$ cat config.mk
export PLATFORM = sky130hd
export DESIGN_NAME = irq_ctrl
export DESIGN_NICKNAME = d
export VERILOG_FILES = /design/src/irq_ctrl.v
export VERILOG_INCLUDE_DIRS = /design/src
export SDC_FILE = /design/constraint.sdc
export NUM_CORES = 1
export LEC_CHECK = 0
export BUFFER_PORTS_ARGS = -buffer_cell sky130_fd_sc_hd__buf_2
export CORE_MARGIN = 1.5
export CORE_UTILIZATION = 44
export CTS_CLUSTER_DIAMETER = 50
export CTS_CLUSTER_SIZE = 10
export DETAILED_ROUTE_END_ITERATION = 6
export PLACE_DENSITY = 0.82
export SYNTH_ARGS = -nofsm -noshare
export SYNTH_HDL_FRONTEND = slang
export SYNTH_SLANG_ARGS = --single-unit
$ cat constraint.sdc
create_clock -name i_clk -period 2.15 [get_ports i_clk]
set_input_delay 0.1075 -clock i_clk [delete_from_list [all_inputs] [get_ports i_clk]]
set_output_delay 0.1075 -clock i_clk [all_outputs]
set_load 0.005 [all_outputs]
$ cat src/irq_ctrl_regs.vh
// constants for the interrupt controller: offsets, fields, vectors, timing
// assumes a 40 MHz core clock and an APB slave with 32-bit data
`ifndef IRQ_CTRL_REGS_VH
`define IRQ_CTRL_REGS_VH

// register byte offsets
`define ADDR_OPTION      12'h000
`define ADDR_STATUS      12'h004
`define ADDR_FLAGS       12'h008
`define ADDR_PERIPH_EN   12'h00C
`define ADDR_CORE_CTRL   12'h010

// option register fields
`define OPT_LEVEL_BIT    6
`define OPT_EDGE_BIT     5
`define OPT_GEN_BIT      4
`define OPT_RESET        8'h00
`define OPT_WMASK        8'h70

// core control fields (write one to act)
`define CC_RETURN_FROM_IRQ_BIT      0
`define CC_WAIT_BIT      1
`define CC_STOP_BIT      2
`define CC_OPTCLR_BIT    3
`define CC_SPUR_BIT      4

// vector addresses
`define VEC_RESET        12'hFFE
`define VEC_NMI          12'hFFC
`define VEC_EXT1         12'hFF6
`define VEC_EXT2         12'hFF4
`define VEC_TIMER        12'hFF2
`define VEC_ADC          12'hFF0

// timing: one cpu cycle is 13 oscillator cycles
`define OSC_PER_CPU      13
`define RESP_MIN_CPU     6
`define RESP_MAX_CPU     11
`define OPTCLR_CPU       4
`define OPTCLR_WIN_CPU   3'h3

// mode codes in status
`define MODE_NORMAL      2'h0
`define MODE_IRQ         2'h1
`define MODE_NMI         2'h2

`endif

$ cat src/irq_ctrl.v
// interrupt controller: latches requests, arbitrates, steers the core
// assumes an apb master on i_clk and asynchronous pins on the irq inputs
//
// Contract
// - four maskable sources plus one nonmaskable
// - maskable served only with global enable set
// - accepted request loads its vector into pc
// - shared vector keeps each peripheral flag
// - reset preempts nmi and peripheral routines
// - nmi preempts maskable, never another nmi
// - no maskable nesting, vector one highest
// - any irq wakes wait, few wake stop; the code needs gen set for every wake, nmi included, and stop ignores only adc
// - nmi falling edge latched, cleared at entry
// - peripheral request needs global and own enable
// - external vectors one and two, wake stop
// - vector one edge or level selectable
// - vector two edge, polarity selectable
// - edge latch holds one request, clears entry
// - level mode unstored, sampled at boundary
// - one stuck vector two pin blocks others
// - vector two latch sets on mode changes
// - entry swaps flags, pushes pc, inhibits, vectors
// - return instruction ends routine, resumes main
// - option clear window keeps normal flags
// - response six to eleven cpu cycles
// - cpu cycle is thirteen oscillator cycles
// - option bit six selects vector one level
// - option bit four global enable, reset zero
// - fixed vector addresses per source
//
// Local design decisions: the placing of the registers and the APB slave port.
`timescale 1ns/1ps
`include "irq_ctrl_regs.vh"

module irq_ctrl #(
  parameter NPINS = 4
) (
  // clock and reset
  input  wire             i_clk,
  input  wire             i_rst_n,
  // apb slave
  input  wire             i_psel,
  input  wire             i_penable,
  input  wire             i_pwrite,
  input  wire [11:0]      i_paddr,
  input  wire [31:0]      i_pwdata,
  output reg  [31:0]      o_prdata,
  output reg              o_pready,
  output reg              o_pslverr,
  // interrupt sources
  input  wire             i_nmi_n,
  input  wire             i_ext1_n,
  input  wire [NPINS-1:0] i_ext2_pins,
  input  wire [NPINS-1:0] i_ext2_irq_mode,
  input  wire             i_timer_flag,
  input  wire             i_adc_flag,
  // core side
  output reg  [11:0]      o_vector,
  output reg              o_vector_load,
  output reg              o_push_pc,
  output reg              o_irq_flags_sel,
  output reg              o_nmi_flags_sel,
  output reg              o_core_ready,
  output reg              o_wake
);

  localparam ST_RUN   = 4'b0001;
  localparam ST_RESP  = 4'b0010;
  localparam ST_SLEEP = 4'b0100;
  localparam ST_IDLE  = 4'b1000;

  ////////////////////////////////////////////////////////////////////////
  // input synchronisers, every pin passes two flops
  reg [NPINS+3:0] sync1_q;
  reg [NPINS+3:0] sync2_q;
  wire [NPINS+3:0] raw = {i_ext2_pins, i_adc_flag, i_timer_flag,
                          i_ext1_n, i_nmi_n};

  always @(posedge i_clk or negedge i_rst_n)
  begin
    if (!i_rst_n)
    begin
      sync1_q <= {{NPINS{1'b1}}, 4'h3};  // idle: pins high, flags low
      sync2_q <= {{NPINS{1'b1}}, 4'h3};
    end
    else
    begin
      sync1_q <= raw;
      sync2_q <= sync1_q;
    end
  end

  wire            nmi_s   = sync2_q[0];
  wire            ext1_s  = sync2_q[1];
  wire            tmr_s   = sync2_q[2];
  wire            adc_s   = sync2_q[3];
  wire [NPINS-1:0] pins_s = sync2_q[NPINS+3:4];

  ////////////////////////////////////////////////////////////////////////
  // registers and cpu cycle divider
  reg [7:0]  opt_q;
  reg [1:0]  pen_q;
  reg [3:0]  div_q;
  reg [3:0]  state_q;
  reg [3:0]  resp_q;
  reg [1:0]  mode_q;
  reg [2:0]  optclr_q;
  reg        nmi_prev_q;
  reg        ext1_prev_q;
  reg        ext2_prev_q;
  reg        nmi_lat_q;
  reg        ext1_lat_q;
  reg        ext2_lat_q;
  reg        stop_q;
  reg [2:0]  cur_q;
  reg [1:0]  back_mode_q;
  reg        back_isel_q;

  wire gen     = opt_q[`OPT_GEN_BIT];
  wire lvl1    = opt_q[`OPT_LEVEL_BIT];
  wire rise2   = opt_q[`OPT_EDGE_BIT];
  wire cpu_tick = (div_q == (`OSC_PER_CPU - 1));

  wire wr = i_psel & i_penable & i_pwrite;
  wire rd_ok = (i_paddr == `ADDR_OPTION) | (i_paddr == `ADDR_STATUS) |
               (i_paddr == `ADDR_FLAGS) | (i_paddr == `ADDR_PERIPH_EN) |
               (i_paddr == `ADDR_CORE_CTRL);
  wire wr_opt = wr & (i_paddr == `ADDR_OPTION);
  wire wr_cc  = wr & (i_paddr == `ADDR_CORE_CTRL);
  wire wr_pen = wr & (i_paddr == `ADDR_PERIPH_EN);
  wire do_return_from_irq = wr_cc & i_pwdata[`CC_RETURN_FROM_IRQ_BIT];
  wire do_wait = wr_cc & i_pwdata[`CC_WAIT_BIT];
  wire do_stop = wr_cc & i_pwdata[`CC_STOP_BIT];
  wire do_oclr = wr_cc & i_pwdata[`CC_OPTCLR_BIT];
  wire do_spur = wr_cc & i_pwdata[`CC_SPUR_BIT];

  // cpu cycle divider, one tick every thirteen clocks
  always @(posedge i_clk or negedge i_rst_n)
  begin
    if (!i_rst_n)
      div_q <= 4'h0;
    else if (cpu_tick)
      div_q <= 4'h0;
    else
      div_q <= div_q + 4'h1;
  end

  ////////////////////////////////////////////////////////////////////////
  // edge detection on nmi and vector lines
  // vector two pins are anded (falling) or ored (rising): one stuck pin
  // masks the others, a known limitation kept for compatibility
  wire [NPINS-1:0] act2 = pins_s | ~i_ext2_irq_mode;
  wire ext2_comb = rise2 ? |(pins_s & i_ext2_irq_mode) : &act2;
  wire nmi_fall  = nmi_prev_q & ~nmi_s;
  wire ext1_fall = ext1_prev_q & ~ext1_s & ~lvl1;
  wire ext2_edge = rise2 ? (~ext2_prev_q & ext2_comb)
                         : (ext2_prev_q & ~ext2_comb);
  // selecting rising mode with a pulled-up pin fakes an edge
  wire spur2 = (wr_opt & i_pwdata[`OPT_EDGE_BIT] & ~rise2 &
                |(pins_s & i_ext2_irq_mode)) | do_spur;

  // request candidates
  wire ext1_req = lvl1 ? ~ext1_s : ext1_lat_q;
  wire tmr_req  = tmr_s & pen_q[0];
  wire adc_req  = adc_s & pen_q[1];
  wire any_mask = ext1_req | ext2_lat_q | tmr_req | adc_req;
  wire boundary = cpu_tick & (state_q == ST_RUN);
  wire take_nmi = nmi_lat_q & (mode_q != `MODE_NMI);
  wire take_msk = gen & any_mask & (mode_q == `MODE_NORMAL);
  wire accept   = boundary & ~wr_cc & (take_nmi | take_msk); // keeps latch

  // fixed priority: nmi, then vector one down to four
  reg [2:0]  sel;
  reg [11:0] vec;
  always @*
  begin
    sel = 3'h0;
    vec = `VEC_NMI;
    if (take_nmi)
      sel = 3'h0;
    else if (ext1_req)
    begin
      sel = 3'h1;
      vec = `VEC_EXT1;
    end
    else if (ext2_lat_q)
    begin
      sel = 3'h2;
      vec = `VEC_EXT2;
    end
    else if (tmr_req)
    begin
      sel = 3'h3;
      vec = `VEC_TIMER;
    end
    else
    begin
      sel = 3'h4;
      vec = `VEC_ADC;
    end
  end

  ////////////////////////////////////////////////////////////////////////
  // request latches: set wins over entry clear
  always @(posedge i_clk or negedge i_rst_n)
  begin
    if (!i_rst_n)
    begin
      nmi_prev_q  <= 1'b1;
      ext1_prev_q <= 1'b1;
      ext2_prev_q <= 1'b1;
      nmi_lat_q   <= 1'b0;
      ext1_lat_q  <= 1'b0;
      ext2_lat_q  <= 1'b0;
    end
    else
    begin
      nmi_prev_q  <= nmi_s;
      ext1_prev_q <= ext1_s;
      ext2_prev_q <= ext2_comb;
      if (nmi_fall)
        nmi_lat_q <= 1'b1;
      else if (accept && sel == 3'h0)
        nmi_lat_q <= 1'b0;
      if (ext1_fall)
        ext1_lat_q <= 1'b1;
      else if ((accept && sel == 3'h1) || lvl1)
        ext1_lat_q <= 1'b0;
      if (ext2_edge || spur2)
        ext2_lat_q <= 1'b1;
      else if (accept && sel == 3'h2)
        ext2_lat_q <= 1'b0;
    end
  end

  ////////////////////////////////////////////////////////////////////////
  // option register, peripheral enables, option clear window
  always @(posedge i_clk or negedge i_rst_n)
  begin
    if (!i_rst_n)
    begin
      opt_q    <= `OPT_RESET;
      pen_q    <= 2'h0;
      optclr_q <= 3'h0;
    end
    else
    begin
      if (wr_opt)
        opt_q <= i_pwdata[7:0] & `OPT_WMASK;
      else if (cpu_tick && optclr_q == 3'h1)
        opt_q <= `OPT_RESET;  // clear lands after the window
      if (wr_pen)
        pen_q <= i_pwdata[1:0];
      // counts down the first three cpu cycles of the option clear
      if (do_oclr)
        optclr_q <= `OPTCLR_WIN_CPU;
      else if (cpu_tick && optclr_q != 3'h0)
        optclr_q <= optclr_q - 3'h1;
    end
  end

  ////////////////////////////////////////////////////////////////////////
  // service sequencer: entry, response wait, sleep, return
  // mode starts nmi so the init routine cannot be interrupted
  always @(posedge i_clk or negedge i_rst_n)
  begin
    if (!i_rst_n)
    begin
      state_q         <= ST_IDLE;
      mode_q          <= `MODE_NMI;
      resp_q          <= 4'h0;
      stop_q          <= 1'b0;
      cur_q           <= 3'h0;
      back_mode_q     <= `MODE_NORMAL;
      back_isel_q     <= 1'b0;
      o_vector        <= `VEC_RESET;
      o_vector_load   <= 1'b0;
      o_push_pc       <= 1'b0;
      o_irq_flags_sel <= 1'b0;
      o_nmi_flags_sel <= 1'b1;
      o_core_ready    <= 1'b0;
      o_wake          <= 1'b0;
    end
    else
    begin
      o_vector_load <= 1'b0;
      o_push_pc     <= 1'b0;
      o_wake        <= 1'b0;
      case (state_q)
        ST_IDLE:
        begin
          // first cycle after reset loads the reset vector
          o_vector_load <= 1'b1;
          o_core_ready  <= 1'b1;
          state_q       <= ST_RUN;
        end
        ST_RUN:
        begin
          if (do_return_from_irq)
          begin
            // an nmi return resumes the routine it preempted
            mode_q          <= back_mode_q;
            o_irq_flags_sel <= back_isel_q;
            o_nmi_flags_sel <= 1'b0;
            back_mode_q     <= `MODE_NORMAL;
            back_isel_q     <= 1'b0;
          end
          else if (do_wait || do_stop)
          begin
            stop_q  <= do_stop;
            state_q <= ST_SLEEP;
          end
          else if (accept)
          begin
            cur_q         <= sel;
            o_vector      <= vec;
            o_vector_load <= 1'b1;
            o_push_pc     <= 1'b1;
            o_core_ready  <= 1'b0;
            resp_q        <= 4'h0;
            state_q       <= ST_RESP;
            if (sel == 3'h0)
            begin
              mode_q          <= `MODE_NMI;
              back_mode_q     <= mode_q;
              back_isel_q     <= o_irq_flags_sel;
              o_nmi_flags_sel <= 1'b1;
              o_irq_flags_sel <= 1'b0;
            end
            else
            begin
              mode_q          <= `MODE_IRQ;
              // inside the clear window flags stay normal
              o_irq_flags_sel <= (optclr_q == 3'h0);
            end
          end
        end
        ST_RESP:
        begin
          // waits exactly six cpu cycles; entry lands on a tick, so no phase slack
          if (cpu_tick)
          begin
            resp_q <= resp_q + 4'h1;
            if (resp_q == (`RESP_MIN_CPU - 1))
            begin
              o_core_ready <= 1'b1;
              state_q      <= ST_RUN;
            end
          end
        end
        ST_SLEEP:
        begin
          // nmi wakes only with gen set; stop ignores the adc source
          if ((gen && (nmi_lat_q || ext1_req || ext2_lat_q || tmr_req ||
               (adc_req && !stop_q))))
          begin
            o_wake  <= 1'b1;
            state_q <= ST_RUN;
          end
        end
        default:
          state_q <= ST_IDLE;
      endcase
    end
  end

  ////////////////////////////////////////////////////////////////////////
  // apb slave: zero wait, unmapped address errors
  always @(posedge i_clk or negedge i_rst_n)
  begin
    if (!i_rst_n)
    begin
      o_prdata  <= 32'h0000_0000;
      o_pready  <= 1'b0;
      o_pslverr <= 1'b0;
    end
    else
    begin
      o_pready  <= i_psel & ~i_penable;
      o_pslverr <= i_psel & ~i_penable & ~rd_ok;
      o_prdata  <= 32'h0000_0000;
      if (i_psel && !i_penable && !i_pwrite)
      begin
        case (i_paddr)
          `ADDR_STATUS:
            o_prdata <= {20'h0_0000, state_q, 1'b0, cur_q, mode_q, 2'h0};
          `ADDR_FLAGS:
            o_prdata <= {26'h0, adc_s, tmr_s, ext2_lat_q, ext1_req,
                         nmi_lat_q, 1'b0};
          `ADDR_PERIPH_EN:
            o_prdata <= {30'h0, pen_q};
          default: o_prdata <= 32'h0000_0000; // option reg write only
        endcase
      end
    end
  end

endmodule // irq_ctrl

# [Yosys cells after proc, flatten, opt, wreduce, memory -nomap -nowiden]
# Cells that the tools add are included.
[op_classes] n_addsub=3 eq_ne=22 mux=69 bitwise=51 reduce_logical=42
[op_table] cell="4-bit two-way mux" n=12
[op_table] cell="12-bit one-hot mux with 3 select lines" n=1
[op_table] cell="1-bit two-way mux" n=32
[op_table] cell="32-bit two-way mux" n=1
[op_table] cell="1-bit AND" n=28
[op_table] cell="12-bit by 4-bit == test with 1-bit output, second input constant" n=2
[op_table] cell="3-bit two-way mux" n=8
[op_table] cell="2-bit two-way mux" n=9
[op_table] cell="2-bit != test, second input constant" n=8
[op_table] cell="4-bit one-hot mux with 4 select lines" n=1
[op_table] cell="2-bit nonzero test" n=8
[op_table] cell="7-bit two-way mux" n=2
[op_table] cell="12-bit by 3-bit == test with 1-bit output, second input constant" n=1
[op_table] cell="12-bit by 5-bit == test with 1-bit output, second input constant" n=1
[op_table] cell="12-bit logical NOT" n=1
[op_table] cell="4-bit AND reduction" n=3
[op_table] cell="1-bit NOT" n=11
[op_table] cell="5-bit AND reduction" n=2
[op_table] cell="1-bit logical AND" n=9
[op_table] cell="1-bit bitwise OR" n=9
[op_table] cell="4-bit by 1-bit adder with 4-bit output, second input constant" n=2
[op_table] cell="4-bit by 3-bit == test with 1-bit output, second input constant" n=2
[op_table] cell="4-bit == test, second input constant" n=2
[op_table] cell="4-bit one-hot mux with 2 select lines" n=1
[op_table] cell="other kinds (19)" n=31
[word_totals] ff_bits=107 input_bits=61 output_inout_bits=52 word_cells=216

# [Logic depth before layout (Yosys ltp)]
# Gate-level depths: netlist (run 1).
[logic_depth] word_depth=13 mapped_depth=9 ltp_nobuf=8

# [Worst setup path after synthesis (run 1)]
# OpenSTA, ideal clock, no wires.
[synth_path] kind="register to register" startpoint="register div_q[0]" endpoint="register back_isel_q" setup_time_ns=0.128 t_arrival_ns=2.000 setup_slack_ns=0.023 stages_incl_launch_ff=9 path_buffers=1 cell_sequence="dfrtp_1 > inv_1 > ha_1 > and3_1 > clkbuf_1 > o2111ai_1 > a221o_1 > nor2_4 > mux2_1"
[synth_between] elab_chain_cells=6
[synth_rtl] item="start, declared" line="irq_ctrl.v:103" text="reg [3:0] div_q;"
[synth_rtl] item="start signal, assigned" line="irq_ctrl.v:145" text="div_q <= div_q + 4'h1;"
[synth_rtl] item="4-bit == test" line="irq_ctrl.v:122" text="wire cpu_tick = (div_q == (`OSC_PER_CPU - 1));"
[synth_rtl] item="1-bit AND" line="irq_ctrl.v:167" text="wire boundary = cpu_tick & (state_q == ST_RUN);"
[synth_rtl] item="1-bit AND (2 in a row)" line="irq_ctrl.v:170" text="wire accept = boundary & ~wr_cc & (take_nmi | take_msk);"
[synth_rtl] item="2-bit nonzero test (no source line)"
[synth_rtl] item="4-bit AND reduction (no source line)"
[synth_rtl] item="end signal, assigned" line="irq_ctrl.v:326" text="back_isel_q <= o_irq_flags_sel;"
[synth_rtl] item="end, declared" line="irq_ctrl.v:117" text="reg back_isel_q;"
# No other way between the ends.
# A chain may end at the register's enable or synchronous reset.

# [Final worst setup path (run 1)]
[layout_path] startpoint="register div_q[0]" endpoint="register ext2_lat_q"
[layout_between] elab_chain_cells=6
[layout_rtl] item="4-bit == test" line="irq_ctrl.v:122"
[layout_rtl] item="1-bit AND" line="irq_ctrl.v:167"
[layout_rtl] item="1-bit AND (2 in a row)" line="irq_ctrl.v:170"
[layout_rtl] item="1-bit logical AND" line="irq_ctrl.v:231" text="else if (accept && sel == 3'h2)"
[layout_rtl] item="2-bit nonzero test (no source line)"
[layout_rtl] item="end signal, assigned" line="irq_ctrl.v:214" text="ext2_lat_q <= 1'b0;"
[layout_rtl] item="end signal, assigned" line="irq_ctrl.v:230" text="ext2_lat_q <= 1'b1;"
[layout_rtl] item="end signal, assigned" line="irq_ctrl.v:232" text="ext2_lat_q <= 1'b0;"
[layout_rtl] item="end, declared" line="irq_ctrl.v:113" text="reg ext2_lat_q;"
# No other way between the ends.

==> flow_metrics.py, run 1 <==
metrics = {
    "sta": {
        "finalSetupTns_ns": 0,
        "rsz0062_at_grt": "no",
        "hold_violations": 0,
        "min_period_ns": 2.00,
        "clock_skew_ns": 0.00956,
        "fin_crit_sh_pct": 93.1,
        "setup_violations": 0,
        "maxSlewViolCount": 0,
        "fmax_ghz": 0.500,
    },
    "synthesis": {
        "yosysWarnings": 0,
        "yosysMostFrequentCell": "dfrtp_1",
        "synth_top_cells_by_count": "dfrtp_1, nand2_1, buf_4",
        "synth_top_area_cell": "dfrtp_1",
        "synth-seq-area-share_pct": 53.5,
        "synth_edf_count": 0,
        "synth_top_area_share_pct": 37.6,
        "yosys-top-cells-area": "dfrtp_1, dfstp_2, buf_4",
        "synthesis.area_sq_mm": 0.00346,
        "synth_flop_cell": "dfrtp_1",
        "synth.distinct_cells": 54,
        "async_flop_share_pct": 100,
        "syn_inst": 338,
        "synth_seq_cells": 73,
        "synth.avg_cell_area_sq_um": 10.2,
    },
    "pwr": {
        "p_seq_share_pct": 46.8,
        "p_int_uw": 2530,
        "pwr-share-comb_pct": 15.0,
        "netSwitchingFraction_pct": 24.9,
        "ir_drop_v": 0.000370,
        "p_switching_uw": 838,
        "totalPowerFinal_uw": 3370,
        "p_per_area_mw_per_mm2": 794,
        "p_clk_share_pct": 38.1,
        "p_leak_uw": 0.00208,
    },
    "global_routing": {
        "grt_use_total_pct": 16.9,
        "antenna_found_initial": 0,
        "grt_pass1_vias": 2479,
        "grt_max_degree": 74,
        "grt_overflow": 0,
        "grt_pass1_wl_mm": 10.9,
    },
    "cells_and_area": {
        "fin_nets": 493,
        "n_antenna_cell": 0,
        "syn_to_final_growth_pct": 22.4,
        "postLayoutCoreUtil_pct": 55.1,
        "fillers": 676,
        "drive_above_1_share_pct": 26.7,
    },
    "setup_path": {
        "end_kind": "register",
        "crit_path_max_fanout": 8,
        "start_kind": "register",
        "worstPathRequired_ns": 2.38,
        "worstPathArrival_ns": 2.24,
        "crit_type": "reg2reg",
    },
    "drt": {
        "vias_per_cell": 4.92,
        "routed_wl_mm": 6.71,
        "first_iter_violations": 153,
        "route.detailed.drc": 0,
        "drt_pass1_iterations": 5,
        "ant_nets": 0,
        "wl_per_cell_microns": 12.6,
        "num_vias": 2615,
    },
    "floorplan": {
        "ios": 113,
        "core_sq_mm": 0.00769,
        "fp.dieW_microns": 91.7,
        "dieArea_sq_mm": 0.00841,
        "start_util_pct": 45.0,
        "die_h_microns": 91.7,
        "num_rows": 32,
    },
    "min_path": {
        "hold_class": "in2reg",
    },
    "cts": {
        "path_clk_slew_ns": 0.07,
        "cts_made_buffers": 9,
        "post_cts_buffers": 0,
        "htree_levels": 3,
        "cts_tree": "built",
        "clock-sinks": 73,
        "cts_buffer_depth": 2,
        "clk_latency_ns": 0.35,
        "clock-root-buffer": "clkbuf_8",
    },
    "job": {
        "cap_violations": 0,
    },
    "status": {
        "status": "finished, final reports clean",
    },
    "placement": {
        "dpl.hpwl_mm": 4.84,
        "port_buffers": 57,
        "gp_congestion": 0.825,
    },
}
==> sequential cells by signal, summed over array words and instances, names as in the netlist, 2 cells and up <==
register and flops:
div_q 4, cur_q 3, o_vector 3, state_q 4, o_prdata 11, back_mode_q 2, optclr_q 3, sync1_q 8
resp_q 4, sync2_q 8, pen_q 2, mode_q 2, opt_q 3
==> power groups by stage <==
stage | sequential (uW) | clock (uW) | combinational (uW)
2_1_floorplan | 1570 | 0 | 329
3_3_place_gp | 1590 | 0 | 472
4_1_cts | 1570 | 1320 | 509
3_5_place_dp | 1600 | 0 | 486
6_report | 1580 | 1280 | 506
5_1_grt | 1590 | 1370 | 573
==> cells by family after synthesis <==
family,after synthesis,share of synthesized area [%]
other cells,2,0.217
simple gates,132,20.0
fa+ha+maj,7,2.53
buf+inv,55,9.40
flops,73,53.5
mux,6,1.92
compound gates,59,11.4
xor+xnor,4,1.01
==> placed cells by master (no fill, tap or decap), types with 9 or more instances in the layout <==
cell type	count
buf_2	57
dfrtp_1	52
nand2_1	40
conb_1	30
nor2_1	27
dfstp_2	21
inv_1	16
dlygate4sd3_1	15
o21ai_0	14
a21oi_1	13
nor3_1	13
buf_4	13
clkbuf_8	11
and2_1	9
==> repair_timing <==
| item | in CTS | in global routing |
|---|---|---|
| hold endpoints to repair | 68 | 0 |
| gates resized for setup | 0 | 1 |
| hold buffers | 15 | 0 |
| setup endpoints to repair | 0 | 3 |
==> area by class of cell <==
class / count / area [sq um] / area share, %
Tap cell: 102 / 128 / 3.01
Clock buffer: 13 / 180 / 4.25
Multi-Input combinational cell: 238 / 1390 / 32.8
Inverter: 17 / 65.1 / 1.54
Timing Repair Buffer: 86 / 553 / 13.1
Clock inverter: 3 / 68.8 / 1.62
Sequential cell: 73 / 1850 / 43.7
==> critical path: stages, from the launching register on <==
cell and delay (ns):
dfrtp_1 0.41, inv_1 0.09, ha_1 0.18, and3_1 0.19
o2111ai_1 0.11, a221o_2 0.39, clkinv_2 0.13, a21boi_1 0.07
or3_1 0.31
==> final timing paths <==
path,startpoint,endpoint,slack [ns],cells after the start
worst max-delay path,div_q[0],ext2_lat_q,0.15,8
max in group asynchronous,i_rst_n,sync1_q[0],1.49,3
worst min register to register,sync1_q[2],sync2_q[2],0.35,0
min in group asynchronous,i_rst_n,o_prdata[9],0.31,3
worst max register to register,div_q[0],ext2_lat_q,0.15,8
worst min-delay path,i_psel,o_pready,0.03,3
==> layer usage <==
metal	track usage (%)	vias up	routed length [microns]	share of wire (%)
li1	-	1286	-	-
met1	20.4	1233	2940	44
met2	27.8	86	3260	49
met3	5.97	10	420	6.3
met4	6.51	0	93	1.4
met5	0	-	0	0
==> stage by stage <==
step	setup slack (ns)	hold WS, ns	cells	cell area, sq um
finish	0.149	0.0324	532	4240
global route	0.00250	0.0295	532	4240
CTS	0.120	0.00998	532	4240
detailed placement	0.138	0.162	501	3840
global placement	0.162	0.161	501	3840
floorplan	0.0229	-0.188	366	3570
Power figures use the tool's default switching activity.
==> run 2, diff against run 1 <==
--- a/config.mk
+++ b/config.mk
@@ -9,6 +9,7 @@
 export BUFFER_PORTS_ARGS = -buffer_cell sky130_fd_sc_hd__buf_2
 export CORE_MARGIN = 1.5
 export CORE_UTILIZATION = 44
+export CTS_BUF_LIST = sky130_fd_sc_hd__clkbuf_8
 export CTS_CLUSTER_DIAMETER = 50
 export CTS_CLUSTER_SIZE = 10
 export DETAILED_ROUTE_END_ITERATION = 6
==> run 2 against run 1 <==
Net effect: final cell count is the same; die area is the same; sequential share of layout area shrank 0.052 points; non-clock buffer count is the same; critical path type unchanged; routed wire length shrank 0.58%; first-iteration DRC count grew 19%; sequential power is essentially flat; fmax grew 0.20%; global-route usage is the same; hold slack gained 0.0013 ns; critical endpoint unchanged; critical path depth is the same; highest routed layer unchanged.
==> flow_metrics.py, run 2 (synthesis results as in run 1) <==
metrics = {
    "floorplan": {
        "num_rows": 32,
        "fp.dieW_microns": 91.7,
        "dieArea_sq_mm": 0.00841,
        "die_h_microns": 91.7,
        "core_sq_mm": 0.00769,
        "start_util_pct": 45.0,
        "ios": 113,
    },
    "pwr": {
        "ir_drop_v": 0.000369,
        "p_leak_uw": 0.00209,
        "p_per_area_mw_per_mm2": 803,
    },
    "sta": {
        "finalSetupTns_ns": 0,
        "finalWorstSetupSlack_ns": 0.153,
        "setup_violations": 0,
        "maxSlewViolCount": 0,
        "fin_crit_sh_pct": 92.9,
        "hold_violations": 0,
        "clock_skew_ns": 0.00935,
        "min_period_ns": 2.00,
        "rsz0062_at_grt": "no",
        "fmax_ghz": 0.501,
    },
    "cts": {
        "path_clk_slew_ns": 0.07,
        "clock-sinks": 73,
        "cts_made_buffers": 9,
        "cts_buffer_depth": 2,
        "clk_latency_ns": 0.35,
        "clock-root-buffer": "clkbuf_8",
        "cts_tree": "built",
        "htree_levels": 3,
    },
    "cells_and_area": {
        "top_register": "o_prdata",
        "postLayoutCoreUtil_pct": 55.2,
        "reg.largest.list": "o_prdata x11, sync1_q x8, sync2_q x8",
        "multi_input_area_sq_mm": 0.00139,
        "fin_nets": 493,
        "fillers": 675,
        "final_common_cell": "buf_2",
        "regArea_sq_mm": 0.00185,
        "drive_above_1_share_pct": 26.7,
        "syn_to_final_growth_pct": 22.6,
        "final_cell_mix": "buf_2, dfrtp_1, nand2_1",
        "largest_reg_flops": 11,
        "fin_cells": 532,
        "n_antenna_cell": 0,
    },
    "min_path": {
        "min_to": "o_pready",
        "min_delay_path_depth": 3,
        "min_from": "i_psel",
        "hold_class": "in2reg",
    },
    "setup_path": {
        "reg2reg_slack_ns": 0.15,
        "r2r_cells": 8,
        "end_kind": "register",
        "start_kind": "register",
        "worstPathArrival_ns": 2.23,
        "cpMaxStageDelayCell": "dfrtp_1",
        "cp_top_family": "compound AO/OA/AOI/OAI gates",
        "max_stage_delay_ns": 0.41,
        "crit_path_max_fanout": 8,
        "r2r_end": "ext2_lat_q",
        "worstPathRequired_ns": 2.38,
        "crit_type": "reg2reg",
        "critPathBufInv": 2,
        "crit_chain": "inv_1 > ha_1 > and3_1 > o2111ai_1 > a221o_2 > clkinv_2 > a21boi_1 > or3_1",
        "timing.rr.start": "div_q[0]",
    },
    "drt": {
        "route.detailed.drc": 0,
        "vias_per_cell": 4.88,
        "drt_pass1_iterations": 5,
        "routed_wl_mm": 6.67,
        "first_iter_violations": 182,
        "ant_nets": 0,
        "num_vias": 2598,
        "wl_per_cell_microns": 12.5,
    },
    "status": {
        "status": "finished, final reports clean",
    },
    "global_routing": {
        "grt_pass1_wl_mm": 10.9,
        "antenna_found_initial": 0,
        "grt_max_degree": 74,
        "grt_overflow": 0,
        "grt_use_total_pct": 16.9,
        "grt_pass1_vias": 2479,
    },
    "placement": {
        "place_ws_ns": 0.138,
        "gp_congestion": 0.825,
        "port_buffers": 57,
        "dpl.hpwl_mm": 4.84,
        "dp_cells": 501,
    },
    "job": {
        "cap_violations": 0,
    },
}
==> run 2: cell types whose count changed in the layout (fill, tap and decap cells not counted) <==
cell / delta
inv_1: +1
clkbuf_16: -1
clkbuf_1: -1
bufinv_16: +1
==> run 2: area by class of cell <==
| class | instances | share of cell area [%] |
|---|---|---|
| clock buffers | 11 | 3.57 |
| clock inverters | 5 | 2.42 |
| inverters | 17 | 1.53 |
| multi-input cells | 238 | 32.7 |
| flip-flops and latches | 73 | 43.7 |
| well taps | 102 | 3.01 |
| repair buffers | 86 | 13.0 |
==> run 2: routing by layer <==
metal / up-vias / GRT usage [%] / wire length [microns]
met1: 1217 / 20.4 / 2880
met3: 10 / 5.97 / 452
met4: 0 / 6.51 / 93
met2: 84 / 27.8 / 3240
met5: - / 0 / 0
li1: 1287 / - / -
==> run 2: worst max path at each step <==
stage	start	to	slack [ns]	cells after the start
after floorplan	div_q[0]	back_isel_q	0.02	8
after global placement	div_q[0]	ext2_lat_q	0.16	8
after detailed placement	div_q[0]	ext2_lat_q	0.14	8
after CTS	opt_q[6]	o_irq_flags_sel	0.12	6
after global routing	div_q[0]	ext2_lat_q	0.003	8
final	div_q[0]	ext2_lat_q	0.15	8
==> run 2: per-stage QoR <==
stage                     hold WS, ns  cell area, sq um  power [uW]
after CTS                     0.00998              4240        3450
after global placement          0.161              3840        2070
after global routing           0.0295              4240        3580
after detailed placement        0.162              3840        2090
after floorplan                -0.188              3570        1900
final                          0.0337              4240        3410
==> run 2: worst reg2reg max path, stage by stage (launching register included) <==
cell       delay, ns
dfrtp_1         0.41
inv_1           0.09
ha_1            0.18
and3_1          0.19
o2111ai_1       0.11
a221o_2         0.39
clkinv_2        0.13
a21boi_1        0.08
or3_1           0.31
==> run 2: where the power goes <==
group / internal (uW) / switching [uW] / leakage (uW)
registers: 1500 / 78.3 / 0.000864
logic: 241 / 266 / 0.00109
clock network: 832 / 491 / 0.000131
==> run 2: what timing repair did <==
item,CTS,global route
resized for setup,0,1
hold endpoints to repair,68,0
setup buffers,0,0
hold buffers,15,0
endpoints found under the setup margin,0,3
